### src/core/cam_pkg.sv
// constants, register map and carrier types of the acceptance mask and buffer status block
package cam_pkg;
  localparam int NUM_FILTERS = 8;
  localparam int NUM_MASKS = 3;
  localparam int NUM_RXBUF = 32;
  localparam int NUM_TRB = 8;
  localparam int SID_W = 11;
  localparam int EID_W = 18;
  localparam int EID_HI_W = 2;
  localparam int BUF_IDX_W = 5;
  localparam int TRB_IDX_W = 3;
  localparam int MSRC_W = 2;
  localparam int MIDX_W = 2;
  localparam int PIDX_W = 2;
  localparam int REG_W = 16;
  localparam int BYTE_W = 8;
  localparam int PAIR_N = 2;
  localparam int IDX_LSB = 2;
  localparam int ADDR_W = 8;
  localparam int DATA_W = 32;
  // field positions in the standard identifier mask word
  localparam int SIDR_SID_LSB = 5;
  localparam int SIDR_TYPE_MATCH = 3;
  // byte addresses of the register file
  localparam logic [ADDR_W-1:0] ADDR_MSKSEL = 8'h00;
  localparam logic [ADDR_W-1:0] ADDR_MSID0 = 8'h04;
  localparam logic [ADDR_W-1:0] ADDR_MEID0 = 8'h10;
  localparam logic [ADDR_W-1:0] ADDR_FUL_LO = 8'h1c;
  localparam logic [ADDR_W-1:0] ADDR_FUL_HI = 8'h20;
  localparam logic [ADDR_W-1:0] ADDR_OVF_LO = 8'h24;
  localparam logic [ADDR_W-1:0] ADDR_OVF_HI = 8'h28;
  localparam logic [ADDR_W-1:0] ADDR_CTRL0 = 8'h2c;
  localparam logic [ADDR_W-1:0] ADDR_IRQ_STAT = 8'h3c;
  localparam logic [ADDR_W-1:0] ADDR_IRQ_MASK = 8'h40;
  localparam logic [ADDR_W-1:0] MASK_SPAN = 8'h0c;
  localparam logic [ADDR_W-1:0] CTRL_SPAN = 8'h10;
  localparam logic [REG_W-1:0] RST16 = 16'h0000;
  // mask source code meaning no mask applies
  localparam logic [MSRC_W-1:0] MSRC_NONE = 2'h3;
  // interrupt status bit positions
  localparam int IRQ_RX_BUFFER_FULL_FLAG = 0;
  localparam int IRQ_OVF = 1;
  localparam int IRQ_TXDONE = 2;
  localparam int IRQ_ABT = 3;
  localparam int IRQ_LARB = 4;
  localparam int IRQ_ERR = 5;
  localparam int IRQ_W = 6;

  typedef struct packed {
    logic [SID_W-1:0] standard_identifier_bits;
    logic ide;
    logic rtr;
    logic [EID_W-1:0] extended_identifier_bits;
  } cam_frame_t;

  typedef struct packed {
    logic [SID_W-1:0] standard_identifier_bits;
    logic filter_extended_select;
    logic [EID_W-1:0] extended_identifier_bits;
  } cam_filter_t;

  typedef struct packed {
    logic [SID_W-1:0] standard_identifier_bits;
    logic id_type_match_enable;
    logic [EID_W-1:0] extended_identifier_bits;
  } cam_mask_t;

  // one control byte, bit 7 down to bit 0
  typedef struct packed {
    logic dir;
    logic abt;
    logic larb;
    logic err;
    logic req;
    logic auto_remote_reply_enable;
    logic [1:0] pri;
  } cam_ctrl_t;

  typedef struct packed {
    logic done;
    logic aborted;
    logic arb_lost;
    logic bus_err;
    logic [TRB_IDX_W-1:0] idx;
  } cam_txev_t;
endpackage

### src/core/cam_filter_match.sv
// identifier comparison of one acceptance filter under its selected mask
`timescale 1ns/1ps
module cam_filter_match
  import cam_pkg::*;
(
  // received frame and filter setup
  input wire cam_frame_t frame,
  input wire cam_filter_t filt,
  input wire cam_mask_t mask,
  input wire logic mask_on,
  // result
  output logic hit
);
  logic [SID_W-1:0] sid_care;
  logic [EID_W-1:0] eid_care;
  logic type_strict;
  logic sid_ok;
  logic eid_ok;
  logic type_ok;

  // without a mask every position is compared and the type must agree
  assign sid_care = mask_on ? mask.standard_identifier_bits : {SID_W{1'b1}};
  assign eid_care = mask_on ? mask.extended_identifier_bits : {EID_W{1'b1}};
  assign type_strict = mask_on ? mask.id_type_match_enable : 1'b1;
  assign sid_ok = ((frame.standard_identifier_bits ^ filt.standard_identifier_bits) & sid_care) == {SID_W{1'b0}};
  // a standard frame carries no extended bits, so they cannot disagree
  assign eid_ok = !frame.ide || (((frame.extended_identifier_bits ^ filt.extended_identifier_bits) & eid_care) == {EID_W{1'b0}});
  assign type_ok = !type_strict || (frame.ide == filt.filter_extended_select);
  assign hit = sid_ok && eid_ok && type_ok;
endmodule

### src/core/cam_top.sv
// register file, receive flags and transmit buffer control of the acceptance block
`timescale 1ns/1ps
//Contract
// two-bit mask source per filter, 11 none
// standard mask bit one compares, zero ignores
// extended mask bit one compares, zero ignores
// type match on: frame type must equal filter
// type match off: any type if bits match
// store sets full; only software clears it
// message into full buffer sets overflow
// software clears overflow; resets to zero
// direction bit one transmit, zero receive
// aborted flag set on abort, clear on success
// arbitration lost flag set per buffer
// bus error flag set during own transmission
// request starts send; done clears; clear aborts
// matching remote frame sets request if enabled
// extended select picks frame type when strict
// unmasked received bits equal stored bits
module cam_top
  import cam_pkg::*;
(
  // clock and reset
  input wire logic sys_clk,
  input wire logic reset_n,
  // apb slave
  input wire logic psel,
  input wire logic penable,
  input wire logic pwrite,
  input wire logic [ADDR_W-1:0] paddr,
  input wire logic [DATA_W-1:0] pwdata,
  output logic [DATA_W-1:0] prdata,
  output logic pready,
  output logic pslverr,
  // receive side of the protocol engine
  input wire logic rx_valid,
  input wire cam_frame_t rx_frame,
  input wire logic [NUM_FILTERS-1:0] flt_en,
  input wire cam_filter_t [NUM_FILTERS-1:0] flt_cfg,
  input wire logic [NUM_FILTERS-1:0][BUF_IDX_W-1:0] flt_buf,
  // transmit side of the protocol engine
  input wire cam_txev_t tx_evt,
  output logic [NUM_TRB-1:0] tx_req,
  output logic [NUM_TRB-1:0] tx_abort_req,
  output logic [NUM_TRB-1:0] tx_dir,
  output logic [NUM_TRB-1:0][1:0] tx_prio,
  // interrupt
  output logic irq
);
  logic [REG_W-1:0] msk_sel;
  cam_mask_t mask [NUM_MASKS];
  logic [NUM_RXBUF-1:0] rx_full;
  logic [NUM_RXBUF-1:0] rx_ovf;
  cam_ctrl_t [NUM_TRB-1:0] ctrl;
  cam_ctrl_t [NUM_TRB-1:0] next_ctrl;
  logic [NUM_TRB-1:0] abort_pend;
  logic [NUM_TRB-1:0] next_pend;
  logic [IRQ_W-1:0] irq_stat;
  logic [IRQ_W-1:0] irq_mask;
  logic [IRQ_W-1:0] irq_ev;
  logic setup;
  logic acc_wr;
  logic acc_rd;
  logic [DATA_W-1:0] next_rdata;
  logic next_err;
  logic [ADDR_W-1:0] off_msid;
  logic [ADDR_W-1:0] off_meid;
  logic [ADDR_W-1:0] off_ctrl;
  logic [NUM_FILTERS-1:0] hit;
  logic win;
  logic [BUF_IDX_W-1:0] win_buf;
  logic tgt_tx;
  logic rx_store;
  logic reply;
  logic full_hit;
  logic [NUM_RXBUF-1:0] buf_onehot;
  logic full_wr;
  logic [NUM_RXBUF-1:0] full_clr;
  logic [NUM_RXBUF-1:0] ovf_clr;

  // address of word k of a register group
  function automatic logic at(input logic [ADDR_W-1:0] a, input logic [ADDR_W-1:0] base,
                              input logic [ADDR_W-1:0] k);
    at = (a == base + ADDR_W'(k << IDX_LSB));
  endfunction

  // write-zero-to-clear word: a one leaves the flag alone
  function automatic logic [REG_W-1:0] clr_word(input logic wr, input logic [REG_W-1:0] d);
    clr_word = wr ? ~d : RST16;
  endfunction

  // apb phase decode
  assign setup = psel && !penable;
  assign acc_wr = psel && penable && pready && pwrite;
  assign acc_rd = psel && penable && pready && !pwrite;
  assign off_msid = paddr - ADDR_MSID0;
  assign off_meid = paddr - ADDR_MEID0;
  assign off_ctrl = paddr - ADDR_CTRL0;

  // one filter comparator each, fed by the mask its source field picks
  for (genvar f = 0; f < NUM_FILTERS; f++) begin : g_flt
    logic [MSRC_W-1:0] src;
    assign src = msk_sel[f*MSRC_W +: MSRC_W];
    cam_filter_match u_match (
      .frame(rx_frame),
      .filt(flt_cfg[f]),
      .mask(mask[(src == MSRC_NONE) ? 2'h0 : src]),
      .mask_on(src != MSRC_NONE),
      .hit(hit[f])
    );
  end

  // lowest enabled filter that hits decides the target buffer
  always_comb begin
    win = 1'b0;
    win_buf = {BUF_IDX_W{1'b0}};
    for (int i = NUM_FILTERS - 1; i >= 0; i--) begin
      if (rx_valid && flt_en[i] && hit[i]) begin
        win = 1'b1;
        win_buf = flt_buf[i];
      end
    end
  end

  // a frame aimed at a transmit buffer is never stored, at most answered
  assign tgt_tx = (win_buf < BUF_IDX_W'(NUM_TRB)) && ctrl[win_buf[TRB_IDX_W-1:0]].dir;
  assign rx_store = win && !tgt_tx;
  assign reply = win && tgt_tx && rx_frame.rtr && ctrl[win_buf[TRB_IDX_W-1:0]].auto_remote_reply_enable;
  assign buf_onehot = {{(NUM_RXBUF-1){1'b0}}, 1'b1} << win_buf;
  assign full_hit = |(rx_full & buf_onehot);
  assign full_wr = acc_wr && (paddr == ADDR_FUL_LO || paddr == ADDR_FUL_HI);
  assign full_clr = {clr_word(acc_wr && paddr == ADDR_FUL_HI, pwdata[REG_W-1:0]),
                     clr_word(acc_wr && paddr == ADDR_FUL_LO, pwdata[REG_W-1:0])};
  assign ovf_clr = {clr_word(acc_wr && paddr == ADDR_OVF_HI, pwdata[REG_W-1:0]),
                    clr_word(acc_wr && paddr == ADDR_OVF_LO, pwdata[REG_W-1:0])};

  // mask source selection
  always_ff @(posedge sys_clk or negedge reset_n) begin
    if (!reset_n) begin
      msk_sel <= RST16;
    end else if (acc_wr && paddr == ADDR_MSKSEL) begin
      msk_sel <= pwdata[REG_W-1:0];
    end
  end

  // acceptance masks; reserved bits of the standard word are not stored
  always_ff @(posedge sys_clk or negedge reset_n) begin
    if (!reset_n) begin
      for (int m = 0; m < NUM_MASKS; m++) mask[m] <= '0;
    end else begin
      for (int m = 0; m < NUM_MASKS; m++) begin
        if (acc_wr && at(paddr, ADDR_MSID0, ADDR_W'(m))) begin
          mask[m].standard_identifier_bits <= pwdata[SIDR_SID_LSB +: SID_W];
          mask[m].id_type_match_enable <= pwdata[SIDR_TYPE_MATCH];
          mask[m].extended_identifier_bits[EID_W-1 -: EID_HI_W] <= pwdata[EID_HI_W-1:0];
        end
        if (acc_wr && at(paddr, ADDR_MEID0, ADDR_W'(m))) begin
          mask[m].extended_identifier_bits[REG_W-1:0] <= pwdata[REG_W-1:0];
        end
      end
    end
  end

  // full and overflow flags: the module only sets, software only clears
  always_ff @(posedge sys_clk or negedge reset_n) begin
    if (!reset_n) begin
      rx_full <= {NUM_RXBUF{1'b0}};
      rx_ovf <= {NUM_RXBUF{1'b0}};
    end else begin
      rx_full <= (rx_full & ~full_clr) | (rx_store ? buf_onehot : {NUM_RXBUF{1'b0}});
      rx_ovf <= (rx_ovf & ~ovf_clr) | ((rx_store && full_hit) ? buf_onehot : {NUM_RXBUF{1'b0}});
    end
  end

  // buffer control: software write first, engine events after so their sets win
  always_comb begin
    cam_ctrl_t wb;
    logic sw_set;
    wb = '0;
    sw_set = 1'b0;
    next_ctrl = ctrl;
    next_pend = abort_pend;
    for (int t = 0; t < NUM_TRB; t++) begin
      wb = cam_ctrl_t'(pwdata[(t % PAIR_N) * BYTE_W +: BYTE_W]);
      sw_set = 1'b0;
      if (acc_wr && at(paddr, ADDR_CTRL0, ADDR_W'(t / PAIR_N))) begin
        next_ctrl[t].dir = wb.dir;
        next_ctrl[t].auto_remote_reply_enable = wb.auto_remote_reply_enable;
        next_ctrl[t].pri = wb.pri;
        next_ctrl[t].req = wb.req;
        if (wb.req && !ctrl[t].req) begin
          // a fresh request starts with clean outcome flags
          sw_set = 1'b1;
          next_ctrl[t].abt = 1'b0;
          next_ctrl[t].larb = 1'b0;
          next_ctrl[t].err = 1'b0;
        end
        if (!wb.req && ctrl[t].req) begin
          next_pend[t] = 1'b1;
        end
      end
      if (tx_evt.idx == TRB_IDX_W'(t)) begin
        if (tx_evt.done) begin
          next_ctrl[t].abt = 1'b0;
          next_ctrl[t].err = 1'b0;
          next_pend[t] = 1'b0;
          if (!sw_set) next_ctrl[t].req = 1'b0;
        end
        if (tx_evt.aborted) begin
          next_ctrl[t].abt = 1'b1;
          next_pend[t] = 1'b0;
          if (!sw_set) next_ctrl[t].req = 1'b0;
        end
        if (tx_evt.arb_lost) next_ctrl[t].larb = 1'b1;
        if (tx_evt.bus_err) next_ctrl[t].err = 1'b1;
      end
      if (reply && win_buf == BUF_IDX_W'(t)) next_ctrl[t].req = 1'b1;
    end
  end

  // control state
  always_ff @(posedge sys_clk or negedge reset_n) begin
    if (!reset_n) begin
      ctrl <= '0;
      abort_pend <= {NUM_TRB{1'b0}};
    end else begin
      ctrl <= next_ctrl;
      abort_pend <= next_pend;
    end
  end

  // engine facing copies of control bits
  always_comb begin
    for (int t = 0; t < NUM_TRB; t++) begin
      tx_req[t] = ctrl[t].req;
      tx_dir[t] = ctrl[t].dir;
      tx_prio[t] = ctrl[t].pri;
    end
  end
  assign tx_abort_req = abort_pend;

  // interrupt events
  assign irq_ev[IRQ_RX_BUFFER_FULL_FLAG] = rx_store && !full_hit;
  assign irq_ev[IRQ_OVF] = rx_store && full_hit;
  assign irq_ev[IRQ_TXDONE] = tx_evt.done;
  assign irq_ev[IRQ_ABT] = tx_evt.aborted;
  assign irq_ev[IRQ_LARB] = tx_evt.arb_lost;
  assign irq_ev[IRQ_ERR] = tx_evt.bus_err;

  // read clears only what the read returned, so an event in between survives
  always_ff @(posedge sys_clk or negedge reset_n) begin
    if (!reset_n) begin
      irq_stat <= {IRQ_W{1'b0}};
    end else if (acc_rd && paddr == ADDR_IRQ_STAT) begin
      irq_stat <= (irq_stat & ~prdata[IRQ_W-1:0]) | irq_ev;
    end else begin
      irq_stat <= irq_stat | irq_ev;
    end
  end

  // interrupt mask
  always_ff @(posedge sys_clk or negedge reset_n) begin
    if (!reset_n) begin
      irq_mask <= {IRQ_W{1'b0}};
    end else if (acc_wr && paddr == ADDR_IRQ_MASK) begin
      irq_mask <= pwdata[IRQ_W-1:0];
    end
  end

  // registered interrupt line, one cycle behind the status
  always_ff @(posedge sys_clk or negedge reset_n) begin
    if (!reset_n) begin
      irq <= 1'b0;
    end else begin
      irq <= |(irq_stat & irq_mask);
    end
  end

  // read data mux; misaligned or unmapped addresses answer with an error
  always_comb begin
    next_rdata = {DATA_W{1'b0}};
    next_err = 1'b0;
    if (paddr[IDX_LSB-1:0] != 2'h0) begin
      next_err = 1'b1;
    end else if (paddr == ADDR_MSKSEL) begin
      next_rdata[REG_W-1:0] = msk_sel;
    end else if (paddr >= ADDR_MSID0 && off_msid < MASK_SPAN) begin
      next_rdata[REG_W-1:0] = {mask[off_msid[IDX_LSB +: MIDX_W]].standard_identifier_bits, 1'b0,
                               mask[off_msid[IDX_LSB +: MIDX_W]].id_type_match_enable, 1'b0,
                               mask[off_msid[IDX_LSB +: MIDX_W]].extended_identifier_bits[EID_W-1 -: EID_HI_W]};
    end else if (paddr >= ADDR_MEID0 && off_meid < MASK_SPAN) begin
      next_rdata[REG_W-1:0] = mask[off_meid[IDX_LSB +: MIDX_W]].extended_identifier_bits[REG_W-1:0];
    end else if (paddr == ADDR_FUL_LO) begin
      next_rdata[REG_W-1:0] = rx_full[REG_W-1:0];
    end else if (paddr == ADDR_FUL_HI) begin
      next_rdata[REG_W-1:0] = rx_full[NUM_RXBUF-1:REG_W];
    end else if (paddr == ADDR_OVF_LO) begin
      next_rdata[REG_W-1:0] = rx_ovf[REG_W-1:0];
    end else if (paddr == ADDR_OVF_HI) begin
      next_rdata[REG_W-1:0] = rx_ovf[NUM_RXBUF-1:REG_W];
    end else if (paddr >= ADDR_CTRL0 && off_ctrl < CTRL_SPAN) begin
      next_rdata[REG_W-1:0] = ctrl[off_ctrl[IDX_LSB +: PIDX_W] * PAIR_N +: PAIR_N];
    end else if (paddr == ADDR_IRQ_STAT) begin
      next_rdata[IRQ_W-1:0] = irq_stat;
    end else if (paddr == ADDR_IRQ_MASK) begin
      next_rdata[IRQ_W-1:0] = irq_mask;
    end else begin
      next_err = 1'b1;
    end
  end

  // answer is prepared in the setup cycle so every apb output is a flop
  always_ff @(posedge sys_clk or negedge reset_n) begin
    if (!reset_n) begin
      pready <= 1'b0;
      pslverr <= 1'b0;
      prdata <= {DATA_W{1'b0}};
    end else begin
      pready <= setup;
      pslverr <= setup && next_err;
      if (setup) prdata <= next_rdata;
    end
  end
endmodule

### config.mk
export PLATFORM = sky130hd
export DESIGN_NAME = cam_top
export DESIGN_NICKNAME = d
export VERILOG_FILES = /design/src/core/cam_pkg.sv /design/src/core/cam_filter_match.sv /design/src/core/cam_top.sv
export SDC_FILE = /design/constraint.sdc
export NUM_CORES = 1
export LEC_CHECK = 0
export ABC_CLOCK_PERIOD_IN_PS = 8900
export BUFFER_PORTS_ARGS = -buffer_cell sky130_fd_sc_hd__clkbuf_2
export CAP_MARGIN = 0
export CORE_ASPECT_RATIO = 0.6
export CORE_MARGIN = 5
export CORE_UTILIZATION = 60
export CTS_CLUSTER_DIAMETER = 40
export CTS_CLUSTER_SIZE = 14
export DETAILED_ROUTE_END_ITERATION = 16
export PLACE_DENSITY = 0.85
export SETUP_SLACK_MARGIN = 0.02
export SKIP_LAST_GASP = 1
export SLEW_MARGIN = 15
export SYNTH_ARGS = -nofsm -noshare
export SYNTH_HDL_FRONTEND = slang
export SYNTH_SLANG_ARGS = --single-unit
### constraint.sdc
create_clock -name sys_clk -period 8.9 [get_ports sys_clk]
set_input_delay 1.78 -clock sys_clk [delete_from_list [all_inputs] [get_ports sys_clk]]
set_output_delay 1.78 -clock sys_clk [all_outputs]
set_load 0.01 [all_outputs]
After elaboration in Yosys (flattened, before gate mapping)
Index checks and enable logic that the tools add are counted.
W data, S select, Z words.
{"block": "word_totals", "memories": 0, "wordCells": 629, "latchBits": 0, "inputBits": 372, "mem_bits_rw": 0, "out_inout_bits": 75, "ff_bits": 273, "rom_bits": 0}
{"block": "classes", "order_cmp": 18, "div_mod_pow": 0, "n_addsub": 3, "n_reduce_logical": 150, "n_shift": 9, "multipliers": 0, "n_bitwise": 55, "muxes": 262, "n_eq_ne": 54}
{"operator": "$bmux W30 S2", "count": 10}
{"operator": "$mux W30", "count": 18}
{"operator": "$mux W16", "count": 14}
{"operator": "$mux W1", "count": 147}
{"operator": "$and A18 B18 Y18", "count": 8}
{"operator": "$logic_not A18 Y1", "count": 8}
{"operator": "$mux W18", "count": 8}
{"operator": "$xor A18 B18 Y18", "count": 8}
{"operator": "$and A32 B32 Y32", "count": 3}
{"operator": "$logic_and A1 B1 Y1", "count": 89}
{"operator": "$and A11 B11 Y11", "count": 8}
{"operator": "$logic_not A11 Y1", "count": 8}
{"operator": "$mux W11", "count": 8}
{"operator": "$xor A11 B11 Y11", "count": 8}
{"operator": "$eq A8 B6 Y1 const B", "count": 8}
{"operator": "$mux W32", "count": 2}
{"operator": "$not A32 Y32", "count": 2}
{"operator": "$or A32 B32 Y32", "count": 2}
{"operator": "$shiftx A8 B4 Y2", "count": 8}
{"operator": "$mux W7", "count": 8}
{"operator": "$mux W5", "count": 8}
{"operator": "$eq A8 B5 Y1 const B", "count": 4}
{"operator": "$mux W2", "count": 16}
{"operator": "$mux W4", "count": 8}
{"operator": "42 further kinds", "count": 140}

Longest topological paths before layout
{"block": "logic_depth", "ltp_word": 29, "depth_mapped": 20, "ltp_nobuf": 14}

By module
A second synthesis with hierarchy kept.
{"block": "hier_totals", "cells_unflattened": 3017, "hier_area_um2": 24745.0}
{"module": "cam_top", "cells_per_inst": 2489, "area_per_inst_um2": 20581.0, "n_inst": 1, "seq_area_each_um2": 6831.6}
{"module": "cam_filter_match", "cells_per_inst": 66, "area_per_inst_um2": 520.5, "n_inst": 8, "seq_area_each_um2": 0.0}

Least setup slack after synthesis
No wires, ideal clock.
{"block": "synth_timing", "kind": "input -> register", "from": "in rx_frame[2] (netlist name)", "to": "reg irq_stat[0]", "required_ps": 8778, "slack_ps": 3120, "setup_ps": 122, "stages": 17, "t_arrival_ps": 5659, "path_buffers": 3, "path_cell_list": "clkbuf_1 xnor2_1 o22ai_1 or4_1 or4_1 a221oi_2 nand3_1 o211ai_1 a31oi_2 or2_0 buf_2 or3_1 clkbuf_1 or3_4 nand4_4 nor2_2 a32o_1"}
{"block": "synth_via", "elab_chain_len": 23, "elab_cells_between_ends": 86, "classes_between": "order compare: 1; shift: 1; mux: 19; bitwise: 19; reduce/logical: 46"}
{"item": "start: declaration", "line_no": "cam_top.sv:37", "rtl": "input wire cam_frame_t rx_frame,"}
{"item": "$xor A18 B18 Y18", "line_no": "cam_filter_match.sv:27", "rtl": "assign eid_ok = !frame.ide || (((frame.extended_identifier_bits ^ filt.extended_identifier_bits) & eid_care) = ..."}
{"item": "$and A18 B18 Y18", "line_no": "cam_filter_match.sv:27"}
{"item": "$logic_not A18 Y1", "line_no": "cam_filter_match.sv:27"}
{"item": "$logic_or A1 B1 Y1", "line_no": "cam_filter_match.sv:27"}
{"item": "$logic_and A1 B1 Y1 (2 in series)", "line_no": "cam_filter_match.sv:29", "rtl": "assign hit = sid_ok && eid_ok && type_ok;"}
{"item": "$logic_and A1 B1 Y1", "line_no": "cam_top.sv:118", "rtl": "if (rx_valid && flt_en[i] && hit[i]) begin"}
{"item": "$mux W5 (8 in series)", "line_no": "cam_top.sv:118"}
{"item": "$bmux W8 S3", "line_no": "cam_top.sv:126", "rtl": "assign tgt_tx = (win_buf < BUF_IDX_W'(NUM_TRB)) && ctrl[win_buf[TRB_IDX_W-1:0]].dir;"}
{"item": "$mux W8"}
{"item": "$logic_and A1 B1 Y1", "line_no": "cam_top.sv:126"}
{"item": "$logic_not A1 Y1", "line_no": "cam_top.sv:127", "rtl": "assign rx_store = win && !tgt_tx;"}
{"item": "$logic_and A1 B1 Y1", "line_no": "cam_top.sv:127"}
{"item": "$logic_and A1 B1 Y1 (*)", "line_no": "cam_top.sv:243", "rtl": "assign irq_ev[IRQ_RX_BUFFER_FULL_FLAG] = rx_store && !full_hit;"}
{"item": "$or A6 B6 Y6, on equally long branches", "line_no": "cam_top.sv:257, cam_top.sv:255"}
{"item": "$mux W6 (*)", "line_no": "cam_top.sv:254", "rtl": "end else if (acc_rd && paddr == ADDR_IRQ_STAT) begin"}
{"item": "end signal: assignment", "line_no": "cam_top.sv:253", "rtl": "irq_stat <= {IRQ_W{1'b0}};"}
{"item": "end signal: assignment", "line_no": "cam_top.sv:255", "rtl": "irq_stat <= (irq_stat & ~prdata[IRQ_W-1:0]) | irq_ev;"}
{"item": "end signal: assignment", "line_no": "cam_top.sv:257", "rtl": "irq_stat <= irq_stat | irq_ev;"}
{"item": "end: declaration", "line_no": "cam_top.sv:58", "rtl": "logic [IRQ_W-1:0] irq_stat;"}
Every way passes the cells marked *; elsewhere a longest branch is shown, timed or not. The select of a mux whose other input is x is not followed.
A chain may end at the register's enable or synchronous reset.

Worst setup path after layout
{"block": "layout_timing", "from": "in rx_frame[19] (netlist name)", "to": "reg rx_ovf[0]"}
{"block": "layout_via", "elab_chain_len": 21, "elab_cells_between_ends": 77, "classes_between": "order compare: 1; eq/ne: 8; shift: 1; mux: 19; bitwise: 2; reduce/logical: 46"}
{"item": "$logic_not A1 Y1", "line_no": "cam_filter_match.sv:27"}
{"item": "$logic_or A1 B1 Y1", "line_no": "cam_filter_match.sv:27"}
{"item": "$logic_and A1 B1 Y1 (2 in series)", "line_no": "cam_filter_match.sv:29"}
{"item": "$logic_and A1 B1 Y1", "line_no": "cam_top.sv:118"}
{"item": "$mux W5 (8 in series)", "line_no": "cam_top.sv:118"}
{"item": "$bmux W8 S3", "line_no": "cam_top.sv:126"}
{"item": "$mux W8"}
{"item": "$logic_and A1 B1 Y1", "line_no": "cam_top.sv:126"}
{"item": "$logic_not A1 Y1", "line_no": "cam_top.sv:127"}
{"item": "$logic_and A1 B1 Y1", "line_no": "cam_top.sv:127"}
{"item": "$logic_and A1 B1 Y1", "line_no": "cam_top.sv:171", "rtl": "rx_ovf <= (rx_ovf & ~ovf_clr) | ((rx_store && full_hit) ? buf_onehot : {NUM_RXBUF{1'b0}});"}
{"item": "$mux W32 (*)", "line_no": "cam_top.sv:171"}
{"item": "$or A32 B32 Y32 (*)", "line_no": "cam_top.sv:171"}
{"item": "end signal: assignment", "line_no": "cam_top.sv:168", "rtl": "rx_ovf <= {NUM_RXBUF{1'b0}};"}
{"item": "end signal: assignment", "line_no": "cam_top.sv:171"}
{"item": "end: declaration", "line_no": "cam_top.sv:53", "rtl": "logic [NUM_RXBUF-1:0] rx_ovf;"}
Marked as above.

==> impl_metrics.json <==
{
  "wl_met1_um": 41600,
  "dpl.cell_count": 3383,
  "ys_warn_count": 0,
  "pwr-share-comb_pct": 27.2,
  "netlist_top_cells_count": "273 x dfrtp_1, 272 x o21ai_0, 247 x mux2i_1",
  "hold_path_class": "reg2reg",
  "p_leak_nw": 11.0,
  "synth_cell_types": 104,
  "cp-end-kind": "flip-flop",
  "rrSetupSlack_ns": 1.85,
  "crit_fanout": 28,
  "fmax_mhz": 135,
  "grt_pass1_wl_um": 162000,
  "crit_chain": "clkbuf_2 -> xnor2_1 -> o22ai_1 -> nor4_1 -> a41oi_1 -> nor4_1 -> a211oi_2 -> a221o_1 -> a31oi_2 -> or2_0 -> nor2_1 -> a22oi_1 -> o211ai_2 -> nor4_1 -> a21oi_1",
  "clkLatencyLatePin_ns": 0.57,
  "grt_usage_pct": 49.1,
  "cts_root_buffer": "clkbuf_16",
  "synth_area_leaders": "dfrtp_1 28%, mux2i_1 10%, mux2_2 8.0%",
  "stdcell_area_um2": 26500,
  "reg2reg_from": "msk_sel[9]$_DFFE_PN0P_",
  "vdd_drop_max_uv": 203,
  "dp_hpwl_um": 85300,
  "cts_resized": 0,
  "ant_nets": 0,
  "p_clk_share_pct": 30.1,
  "netlist_instances": 2728,
  "min-delay-start": "prdata[8]$_DFFE_PN0P_",
  "fill_cells": 3181,
  "gp_congestion": 1.23,
  "power.switching_mw": 1.33,
  "place_area_um2": 25700,
  "finalWirelength_um": 115000,
  "ys_seq_elements": 273,
  "layout_min_cycle_time_ns": 7.41,
  "num_vias": 26000,
  "cp_common_cell": "nor4_1",
  "overflow": 0,
  "grt_max_degree": 143,
  "worst_pin_slew_ns": 1.22,
  "avgSynthCellArea_um2": 8.83,
  "yosysTopAreaCellShare_pct": 28.4,
  "syn-cell-area_um2": 24100,
  "routedWlPerCell_um": 33.6,
  "criticalPathCategory": "in2reg",
  "met3_length_um": 21500,
  "yosysSeqAreaShare_pct": 28.4,
  "cpMaxStageDelayCell": "or2_0",
  "max_stage_delay_ns": 0.89,
  "start_util_pct": 61.2,
  "clk_path_buf_depth": 3,
  "grt_pass1_vias": 24800,
  "p_int_mw": 2.29,
  "synth.largest_area_cell": "dfrtp_1",
  "via_per_inst": 7.59,
  "dr.first_iter.drc_count": 4786,
  "arrival_ns": 7.83,
  "io_buffers": 414,
  "holdBufCountCts": 0,
  "cp.required_ns": 9.32,
  "path_buf_inv": 1,
  "ys.flop_type": "dfrtp_1",
  "synth-edff-count": 0,
  "area_growth_syn_to_layout_pct": 9.81,
  "synth_most_common_cell": "dfrtp_1",
  "rows": 56,
  "slew_viol_final": 0,
  "firstDrtPassIters": 9,
  "final_util_pct": 67.2,
  "wl_met2_um": 44400,
  "path_delay_family": "simple AND/OR/NAND/NOR gates",
  "cap_violations": 0,
  "antenna_found_initial": 4,
  "clk_pin_slew_ns": 0.07,
  "drc": 0,
  "hold_viol": 0,
  "die_x_um": 269,
  "cts_max_level": 1,
  "die_y_um": 165,
  "drive_above_1_share_pct": 24.8,
  "final-seq-area_um2": 6840,
  "powerDensity_nw_per_um2": 137,
  "route.top_layer_used": "met5",
  "slew_headroom_pct": 18.7,
  "ios": 447,
  "sw_frac_of_total_pct": 36.7,
  "status": "completed",
  "cts_inserted_buffers": 26,
  "fp.dieArea_um2": 44400,
  "cts_setup_buffers": 0,
  "power_frac_seq_pct": 42.7,
  "setup_viol": 0,
  "layout.nets": 3266,
  "setup_tns_ns": 0,
  "async_flop_share_pct": 100,
  "startpoint": "rx_frame[19]",
  "cts_tree": "yes",
  "design.core.area_um2": 39400,
  "instances_no_fill": 3424,
  "skew_ns": 0.0183,
  "multi_input_area_um2": 15700,
  "cts.sinks": 273,
  "fin_crit_sh_pct": 83.3,
  "grt_setup_unrepaired": "false",
  "start_kind": "input pin"
}
## power groups by stage
stage          logic (mW)  clock network, mW  registers (mW)
2_1_floorplan       0.565                  0            1.48
3_3_place_gp        0.896                  0            1.53
3_5_place_dp        0.918                  0            1.54
4_1_cts             0.923               1.07            1.52
5_1_grt              1.02               1.12            1.54
6_report            0.982               1.09            1.54
## worst min-delay path: stages (launching register included)
cell and delay, ns:
dfrtp_1 0.34, nand2_1 0.05, o21ai_0 0.06
## cells in the final DEF (no fill, tap or decap), types with 26 or more instances in the layout
master / instances
nand4_1: 37
mux2i_1: 247
nand2_1: 161
dfrtp_1: 266
or3_1: 42
o21ai_0: 272
a21oi_1: 62
inv_1: 36
nor4_1: 28
clkbuf_16: 27
buf_4: 35
nor2_1: 87
o22ai_1: 79
nor3b_1: 108
nand3_1: 32
o221ai_1: 26
xnor2_1: 102
mux2_2: 172
clkbuf_2: 413
xor2_1: 138
nor3_1: 86
## metal layers
metal  vias up  track usage (%)
met2      2597             66.3
met5         -            0.113
met1     12300             65.7
li1      10400                -
met3       607             24.6
met4        10             22.5
## kinds of logic after synthesis
group           after synthesis  synth area share (%)
compound gates              732                  20.4
xor+xnor                    240                  8.73
fa+ha+maj                     5                 0.260
buf+inv                     369                  6.86
flops                       273                  28.4
mux                         436                  19.9
other cells                   1                0.0156
simple gates                672                  15.5
## final timing paths
check / endpoint / depth (start not counted)
worst max-delay path: rx_ovf[0]$_DFF_PN0_ / 15
worst min-delay path: prdata[8]$_DFFE_PN0P_ / 2
worst max register to register: rx_ovf[4]$_DFF_PN0_ / 14
worst min register to register: prdata[8]$_DFFE_PN0P_ / 2
max in group asynchronous: ctrl[58]$_DFFE_PN0P_ / 2
min in group asynchronous: ctrl[20]$_DFF_PN0_ / 1
## final cells by class
type / instances / area share (%)
Sequential cell: 273 / 25.9
Clock inverter: 6 / 0.213
Antenna cell: 3 / 0.0284
Inverter: 37 / 0.525
Tap cell: 522 / 2.47
Timing Repair Buffer: 450 / 8.94
Clock buffer: 32 / 2.66
Multi-Input combinational cell: 2101 / 59.3
## registers in the layout, indices dropped and copies added, names as in the netlist, 16 cells and up
register,cells
ctrl,32
mask,90
msk_sel,16
prdata,16
rx_full,32
rx_ovf,32
tx_prio,16
## stage by stage
| step | hold slack [ns] | setup slack [ns] | power [mW] |
|---|---|---|---|
| 6_report | 0.491 | 1.49 | 3.61 |
| 5_1_grt | 0.524 | 1.36 | 3.69 |
| 4_1_cts | 0.494 | 1.89 | 3.51 |
| 3_5_place_dp | 0.480 | 1.35 | 2.46 |
| 3_3_place_gp | 0.464 | 1.59 | 2.43 |
| 2_1_floorplan | 0.461 | 3.12 | 2.04 |
Power figures use the tool's default switching activity.
